**src/pwss_defs.vh**
```
// Summary of operation
// [RL1] pins high-impedance after reset until enabled
// [RL2] two polarity bits: pair a/c, pair b/d
// [RL3] software sets polarity before enabling pins
// [RL4] drivers never enabled together with module
// [RL5] software waits one full cycle before pins
// [RL6] period flag set as second period begins
// [RL7] auto-restart: flag follows shutdown cause
// [RL8] no auto-restart: firmware clears, resume next period
// [RL9] clear ignored while shutdown cause active
// [RL10] software write one forces shutdown
`ifndef PWSS_DEFS_VH
`define PWSS_DEFS_VH
`define PWSS_POL_AC_BIT   1
`define PWSS_POL_BD_BIT   0
`define PWSS_PERIOD_W     8
`define PWSS_PERIOD_DEF   8'hff
`define PWSS_DUTY_DEF     8'h80
`define PWSS_CNT_ZERO     8'h00
`define PWSS_CNT_ONE      8'h01
`endif

```
**src/pwss_top.v**
```verilog
`include "pwss_defs.vh"
`default_nettype none
module pwss_top #(
  parameter W = `PWSS_PERIOD_W
) (
  input  wire         sys_clk,
  input  wire         reset,
  input  wire         module_enable,
  input  wire [1:0]   output_polarity_field,
  input  wire [W-1:0] period_value,
  input  wire [W-1:0] duty_value,
  input  wire [3:0]   pin_output_enable,
  input  wire         auto_restart_enable,
  input  wire         shutdown_pin,
  input  wire         shutdown_wr,
  input  wire         shutdown_wr_data,
  input  wire         period_flag_clear,
  output reg          period_timer_flag,
  output reg          shutdown_event_status,
  output reg          pwm_out_a,
  output reg          pwm_out_b,
  output reg          pwm_out_c,
  output reg          pwm_out_d,
  output reg  [3:0]   pwm_oe_n
);
  ////////////////////////////////////////////////////////////////////
  wire         sd_cause;
  reg  [W-1:0] cnt_q;
  reg          first_q;
  reg          run_q;
  reg          halt_q;
  reg  [3:0]   oe_allow_q;
  wire         wrap;
  wire         raw_pwm;
  wire         on_ac;
  wire         on_bd;

  pwss_sync2 u_sd_sync (
    .sys_clk (sys_clk),
    .reset   (reset),
    .din     (shutdown_pin),
    .dout    (sd_cause)
  );

  assign wrap    = run_q && (cnt_q >= period_value);
  assign raw_pwm = run_q && (cnt_q < duty_value);
  // pair a/c active level by bit 1, pair b/d by bit 0
  assign on_ac = raw_pwm ^ output_polarity_field[`PWSS_POL_AC_BIT]; // [RL2]
  assign on_bd = raw_pwm ^ output_polarity_field[`PWSS_POL_BD_BIT]; // [RL2]

  ////////////////////////////////////////////////////////////////////
  // period timer and first-cycle tracking
  always @(posedge sys_clk) begin
    if (reset) begin
      cnt_q             <= `PWSS_CNT_ZERO;
      run_q             <= 1'b0;
      first_q           <= 1'b0;
      period_timer_flag <= 1'b0;
    end else begin
      run_q <= module_enable;
      if (!module_enable) begin
        cnt_q   <= `PWSS_CNT_ZERO;
        first_q <= 1'b0;
      end else if (wrap) begin
        cnt_q   <= `PWSS_CNT_ZERO;
        first_q <= 1'b1;
      end else begin
        cnt_q <= cnt_q + `PWSS_CNT_ONE;
      end
      // set as each new period begins; set wins over clear
      if (wrap)
        period_timer_flag <= 1'b1; // [RL6]
      else if (period_flag_clear)
        period_timer_flag <= 1'b0;
    end
  end

  ////////////////////////////////////////////////////////////////////
  // shutdown status and restart at period boundary
  always @(posedge sys_clk) begin
    if (reset) begin
      shutdown_event_status <= 1'b0;
      halt_q                <= 1'b0;
    end else begin
      if (sd_cause)
        shutdown_event_status <= 1'b1;
      else if (shutdown_wr && shutdown_wr_data)
        shutdown_event_status <= 1'b1; // [RL10]
      else if (auto_restart_enable)
        shutdown_event_status <= 1'b0; // [RL7]
      else if (shutdown_wr && !shutdown_wr_data)
        shutdown_event_status <= 1'b0; // [RL8] [RL9]
      // outputs stay parked until the next period start
      if (shutdown_event_status)
        halt_q <= 1'b1;
      else if (wrap || !run_q)
        halt_q <= 1'b0; // [RL8]
    end
  end

  ////////////////////////////////////////////////////////////////////
  // pin enables: only once a full cycle has completed, so the
  // output latches hold valid levels before drivers turn on
  always @(posedge sys_clk) begin
    if (reset) begin
      oe_allow_q <= 4'h0; // [RL1]
      pwm_oe_n   <= 4'hf; // [RL1]
    end else begin
      if (!module_enable)
        oe_allow_q <= 4'h0;
      else if (first_q)
        oe_allow_q <= pin_output_enable; // [RL4] [RL5]
      else
        oe_allow_q <= 4'h0; // [RL4]
      pwm_oe_n <= ~oe_allow_q; // [RL1]
    end
  end

  ////////////////////////////////////////////////////////////////////
  // in shutdown each pin drives its inactive level
  always @(posedge sys_clk) begin
    if (reset) begin
      pwm_out_a <= 1'b0;
      pwm_out_b <= 1'b0;
      pwm_out_c <= 1'b0;
      pwm_out_d <= 1'b0;
    end else if (halt_q || shutdown_event_status) begin
      pwm_out_a <= output_polarity_field[`PWSS_POL_AC_BIT]; // [RL10]
      pwm_out_c <= output_polarity_field[`PWSS_POL_AC_BIT];
      pwm_out_b <= output_polarity_field[`PWSS_POL_BD_BIT];
      pwm_out_d <= output_polarity_field[`PWSS_POL_BD_BIT];
    end else begin
      pwm_out_a <= on_ac;
      pwm_out_c <= on_ac;
      pwm_out_b <= on_bd;
      pwm_out_d <= on_bd;
    end
  end
endmodule // pwss_top
`default_nettype wire

```
**src/pwss_sync2.v**
```verilog
`default_nettype none
module pwss_sync2 (
  input  wire sys_clk,
  input  wire reset,
  input  wire din,
  output reg  dout
);
  reg meta_q;
  always @(posedge sys_clk) begin
    if (reset) begin
      meta_q <= 1'b0;
      dout   <= 1'b0;
    end else begin
      meta_q <= din;
      dout   <= meta_q;
    end
  end
endmodule // pwss_sync2
`default_nettype wire

```
**config.mk**
```make
export PLATFORM = sky130hd
export DESIGN_NAME = pwss_top
export DESIGN_NICKNAME = d
export VERILOG_FILES = /design/src/pwss_top.v /design/src/pwss_sync2.v
export VERILOG_INCLUDE_DIRS = /design/src
export SDC_FILE = /design/constraint.sdc
export NUM_CORES = 1
export LEC_CHECK = 0
export BUFFER_PORTS_ARGS = -buffer_cell sky130_fd_sc_hd__buf_2
export CORE_UTILIZATION = 57
export CTS_BUF_LIST = sky130_fd_sc_hd__clkbuf_2 sky130_fd_sc_hd__clkbuf_4 sky130_fd_sc_hd__clkbuf_8
export DETAILED_ROUTE_END_ITERATION = 16
export MAX_ROUTING_LAYER = met4
export PLACE_DENSITY = 0.87
export SETUP_SLACK_MARGIN = 0.1
export SLEW_MARGIN = 20
export SYNTH_ARGS = -nofsm -noshare
export SYNTH_HDL_FRONTEND = slang
export SYNTH_SLANG_ARGS = --single-unit
```
**constraint.sdc**
```tcl
create_clock -name sys_clk -period 2.6 [get_ports sys_clk]
set_input_delay 0.52 -clock sys_clk [delete_from_list [all_inputs] [get_ports sys_clk]]
set_output_delay 0.52 -clock sys_clk [all_outputs]
set_load 0.01 [all_outputs]
```
=== Word level (Yosys, flattened, before mapping) ===
Cells that the tools add are included.
Widths: inputs -> output; s select.

* Bits of input ports: 30
* Logic and storage cells: 44
* Flip-flop bits (word level): 25

* Bitwise gates (word level): 5
* Multiplexer cells: 10
* Reduce and logical (&&, ||, !) cells: 14
* $lt $le $gt $ge: 2
* Add/sub/neg operators: 1

{| class="wikitable"
|+ Operator list
! cell !! count
|-
| $mux 1 || 10
|-
| $add 8x1->8 const B || 1
|-
| $ge 8x8->1 || 1
|-
| $lt 8x8->1 || 1
|-
| $reduce_or 3->1 || 2
|-
| $logic_and 1x1->1 || 4
|-
| $not 4->4 || 1
|-
| $reduce_bool 2->1 || 2
|-
| $reduce_bool 4->1 || 1
|-
| $logic_not 1->1 || 2
|-
| $logic_or 1x1->1 || 2
|-
| $not 1->1 || 2
|-
| $reduce_or 2->1 || 1
|-
| $xor 1x1->1 || 2
|}

=== Longest topological paths before layout ===
* Word-level depth: 6
* Mapped depth: 6

=== By module ===
A second synthesis with hierarchy kept.

* Cell total of the unflattened synthesis: 144
* Area total of the unflattened synthesis: 1340.0 µm²

{| class="wikitable"
|+ Modules (own cells, without submodules)
! module !! area an instance (µm²) !! cells an instance !! seq. area each (µm²) !! instances
|-
| pwss_top || 1287.5 || 140 || 460.4 || 1
|-
| pwss_sync2 || 52.6 || 4 || 40.0 || 1
|}

=== Least setup slack after synthesis ===
No wires, ideal clock.

* Path type: input to register
* Start: input period_value[6]
* End: register cnt_q[0]
* Setup slack: 0.834 ns
* Arrival: 1.696 ns
* Path buffers: 0
* Cell stages on the path: 6
* Library setup time: 0.070 ns
* Required time: 2.530 ns
* Cell sequence: inv_1 -> ha_1 -> a21o_1 -> a2111oi_2 -> o21ai_2 -> a21oi_1

* Cells in the longest elaborated chain, start to end: 3

{| class="wikitable"
|+ Ends and longest elaborated chain
! item !! RTL line !! text
|-
| from (decl) || pwss_top.v:10 || <nowiki>input wire [W-1:0] period_value,</nowiki>
|-
| $ge 8x8->1 || pwss_top.v:45 || <nowiki>assign wrap = run_q && (cnt_q >= period_value);</nowiki>
|-
| $logic_and 1x1->1 || pwss_top.v:45 ||
|-
| $reduce_or 3->1 (no line) || -- ||
|-
| to (signal assigned) || pwss_top.v:55 || <nowiki>cnt_q <= `PWSS_CNT_ZERO;</nowiki>
|-
| to (signal assigned) || pwss_top.v:62 || <nowiki>cnt_q <= `PWSS_CNT_ZERO;</nowiki>
|-
| to (signal assigned) || pwss_top.v:65 || <nowiki>cnt_q <= `PWSS_CNT_ZERO;</nowiki>
|-
| to (decl) || pwss_top.v:28 || <nowiki>reg [W-1:0] cnt_q;</nowiki>
|}

Every way passes these cells.
A chain may end at the register's enable or synchronous reset.

=== Worst setup path in the final report ===
* Start: register cnt_q[0]
* End: register cnt_q[2]

* Cells in the longest elaborated chain, start to end: 3
* Elaborated cells between the ends (all ways): 4
* Those cells by class: 1 x add/sub; 1 x order compare; 2 x reduce/logical

{| class="wikitable"
|+ Ends and longest elaborated chain
! item !! RTL line
|-
| $ge 8x8->1 || pwss_top.v:45
|-
| $logic_and 1x1->1 || pwss_top.v:45
|-
| $reduce_or 3->1 (no line) || --
|}

Parallel ways exist; a longest one is shown, timed or not.

==> run_results.csv <==
group,metric,value,unit
synth,synthCells,145,
synth,synth_compound_area_share,18.9,%
job,cap_violations,0,
final_layout,multiInputGateArea,763,sq um
hold_path,holdPathEnd,"pwm_oe_n[1]",
final_layout,regArea,500,sq um
final_layout,antenna_cells,0,
timing,fin_crit_sh,69.1,%
run_status,run_status,"complete, no violations",
synth,synthSimpleGateAreaFrac,18.7,%
routing,drt_iter0_markers,16,
synth,synth_cell_type_count,38,
synth,postSynth.asyncResetShare,0,%
cts,clk_pin_slew_worst_paths,0.14,ns
critical_path,arrival,2.06,ns
cts,cts_setup_buffers,0,
critical_path,critPathMaxFanout,8,
synth,yosysTopAreaCell,"dfxtp_1",
synth,synth_area_leaders,"dfxtp_1 (37%), ha_1 (15%), inv_1 (5.0%), a21oi_1 (4.8%), and3_1 (2.8%)",
synth,synth_commonest_cells,"dfxtp_1 (25), inv_1 (18), ha_1 (16), a21oi_1 (13), and3_1 (6)",
synth,synth_flop_cell,"dfxtp_1",
critical_path,required,2.87,ns
hold_path,hp-start,"oe_allow_q[1]",
timing,rsz0062_at_grt,"no",
critical_path,start_kind,"flip-flop",
synth,synth_edf_count,0,
cts,cts-htree-levels,1,
pwr,peakVddDrop,0.000440,V
placed_design,place.detailed.hpwl,2270,um
hold_path,min_path_type,"flip-flop to flip-flop",
timing,worst-slew-pin-transition,0.502,ns
timing,slew_viol_final,0,
cts,root_buffer,"clkbuf_4",
final_layout,final_nets,232,
cts,cts_buffer_depth,2,
cts,cts_buffers,3,
synth,ys_warn_count,0,
pwr,p_per_area,469,nW/um^2
placed_design,gp_congestion,0.833,
routing,drc,0,
timing,finalCriticalPeriod,1.80,ns
routing,drtAntennaViolNets,0,
synth,yosysTopAreaCellShare,36.9,%
placed_design,place_ws,0.638,ns
synth,synth_mux_area_share,0,%
critical_path,worst-r2r-setup-slack,0.80,ns
routing,dr_total_vias,1161,
synth,yosys.area_share.adder,14.7,%
placed_design,placed_cells_incl_taps,209,
final_layout,drive_gt1_share,28.6,%
cts,clock-sinks,25,
timing,max_freq,0.556,GHz
placed_design,place_area,1560,sq um
floorplan,die-area,2580,sq um
routing,dr.pass1.iters,4,
final_layout,fillers,181,
synth,yosys_register_bits,25,
synth,ys_seq_area_share,36.9,%
timing,fin_skew,0.00410,ns
final_layout,final_cells,213,
cts,holdBufCountCts,0,
floorplan,rows,17,
cts,clk_latency,0.32,ns
timing,hold_viol,0,
floorplan,coreArea,2230,sq um
floorplan,die_height,50.8,um
grt,grt_pass1_wl,4530,um
synth,synth_top_family_by_area,"compound AO/OA/AOI/OAI gates",
critical_path,crit_type,"flip-flop to flip-flop",
final_layout,synthToLayoutAreaGrowth,17.2,%
cts,tritoncts,"yes",
grt,grt_pass1_vias,1096,
timing,setup_ws,0.802,ns
grt,gr-usage-all-layers,24.4,%
grt,grt_max_degree,16,
pwr,p_leak,0.000793,uW
synth,syn_area,1360,sq um
pwr,total_power,746,uW
hold_path,worstHoldPathCells,1,
placed_design,io_buffer_count,39,
routing,wl_per_cell,12.7,um
synth,synth_most_common_cell,"dfxtp_1",
floorplan,fp.dieW,50.8,um
critical_path,rr_worst_depth,6,
critical_path,crit_path_end_kind,"flip-flop",
routing,wirelength,2710,um
critical_path,timing.rr.end,"cnt_q[2]",
floorplan,initial_core_util,60.8,%
final_layout,fin_area,1590,sq um
timing,setup_viol_count_final,0,
synth,avgSynthCellArea,9.36,sq um
timing,setup_tns,0,ns
synth,synth-xor-area-share,3.87,%
cts,ctsResizeCount,0,
grt,gr-total-overflow,0,
critical_path,timing.rr.start,"cnt_q[0]",
timing,slew-limit-headroom,66.3,%
synth,syn_nets,191,
grt,antenna_found_initial,0,
routing,via_per_inst,5.45,
floorplan,ioPinCount,40,
worst max path at each step:
stage	cells past startpoint	endpoint	slack (ns)	start
final	6	cnt_q[2]	0.80	cnt_q[0]
after global routing	6	cnt_q[2]	0.67	cnt_q[0]
after CTS	6	cnt_q[7]	0.78	cnt_q[0]
after detailed placement	7	cnt_q[7]	0.64	period_value[6]
after global placement	6	cnt_q[6]	0.67	period_value[0]
after floorplan	6	cnt_q[0]	0.83	period_value[6]
worst max-delay path, stage by stage, from the launching register on:
cell,delay [ns]
dfxtp_1,0.44
inv_1,0.06
ha_1,0.26
nand2b_1,0.16
a2111oi_1,0.46
o21ai_2,0.20
a21oi_1,0.16
kinds of logic (layout without fill, tap and decap cells):
kind of cell,Yosys count,count (layout)
AND/OR/NAND/NOR,42,42
AO/OA/AOI/OAI,35,35
XOR/XNOR,6,6
adder cells (fa/ha/maj),16,16
flip-flops,25,25
buffers and inverters,21,61
cell usage in the layout (no fill, tap or decap), drive strengths merged, types with 2 or more instances in the layout:
| cell type | instances |
|---|---|
| a211oi | 2 |
| nor2 | 5 |
| buf | 39 |
| clkbuf | 3 |
| nand3 | 5 |
| dfxtp | 25 |
| nand2 | 5 |
| ha | 16 |
| xor2 | 4 |
| o21ai | 4 |
| o2111ai | 2 |
| a21oi | 14 |
| o211ai | 2 |
| nand2b | 5 |
| a21o | 2 |
| nand4 | 3 |
| nor2b | 3 |
| or4 | 3 |
| o22a | 2 |
| xnor2 | 2 |
| and3 | 7 |
| a2111oi | 2 |
| inv | 18 |
| or2 | 2 |
power breakdown:
| group | total, uW | internal [uW] | switching [uW] | leakage (uW) |
|---|---|---|---|---|
| Clock | 178 | 58.8 | 119 | 0.0000139 |
| Sequential | 420 | 400 | 19.5 | 0.000204 |
| Combinational | 149 | 73.2 | 75.7 | 0.000575 |
| Total | 746 | 532 | 214 | 0.000793 |
registers in the layout, summed over array words and instances (netlist names):
| register | flops |
|---|---|
| pwm_oe_n | 4 |
| pwm_out_d | 1 |
| halt_q | 1 |
| shutdown_event_status | 1 |
| first_q | 1 |
| pwm_out_c | 1 |
| oe_allow_q | 4 |
| u_sd_sync.dout | 1 |
| cnt_q | 8 |
| period_timer_flag | 1 |
| u_sd_sync.meta_q | 1 |
| run_q | 1 |
area by class of cell:
type | count | share of cell area [%]
Timing Repair Buffer | 39 | 12.3
Clock buffer | 3 | 1.42
Sequential cell | 25 | 31.4
Inverter | 18 | 4.25
Tap cell | 28 | 2.20
Clock inverter | 1 | 0.472
Multi-Input combinational cell | 99 | 48.0
routing by layer:
metal	vias to the layer above	wire length [um]	GRT usage (%)
li1	596	-	-
met1	512	1110	24.7
met2	46	1420	46.2
met3	7	147	6.67
met4	0	33	5.56
met5	-	0	-
metrics by stage:
stage / utilization, % / hold slack, ns
3_3_place_gp: 69.9 / 0.348
6_report: 71.3 / 0.383
5_1_grt: 71.3 / 0.391
3_5_place_dp: 69.9 / 0.354
2_1_floorplan: - / 0.343
4_1_cts: 71.3 / 0.386
Power figures use the tool's default switching activity.
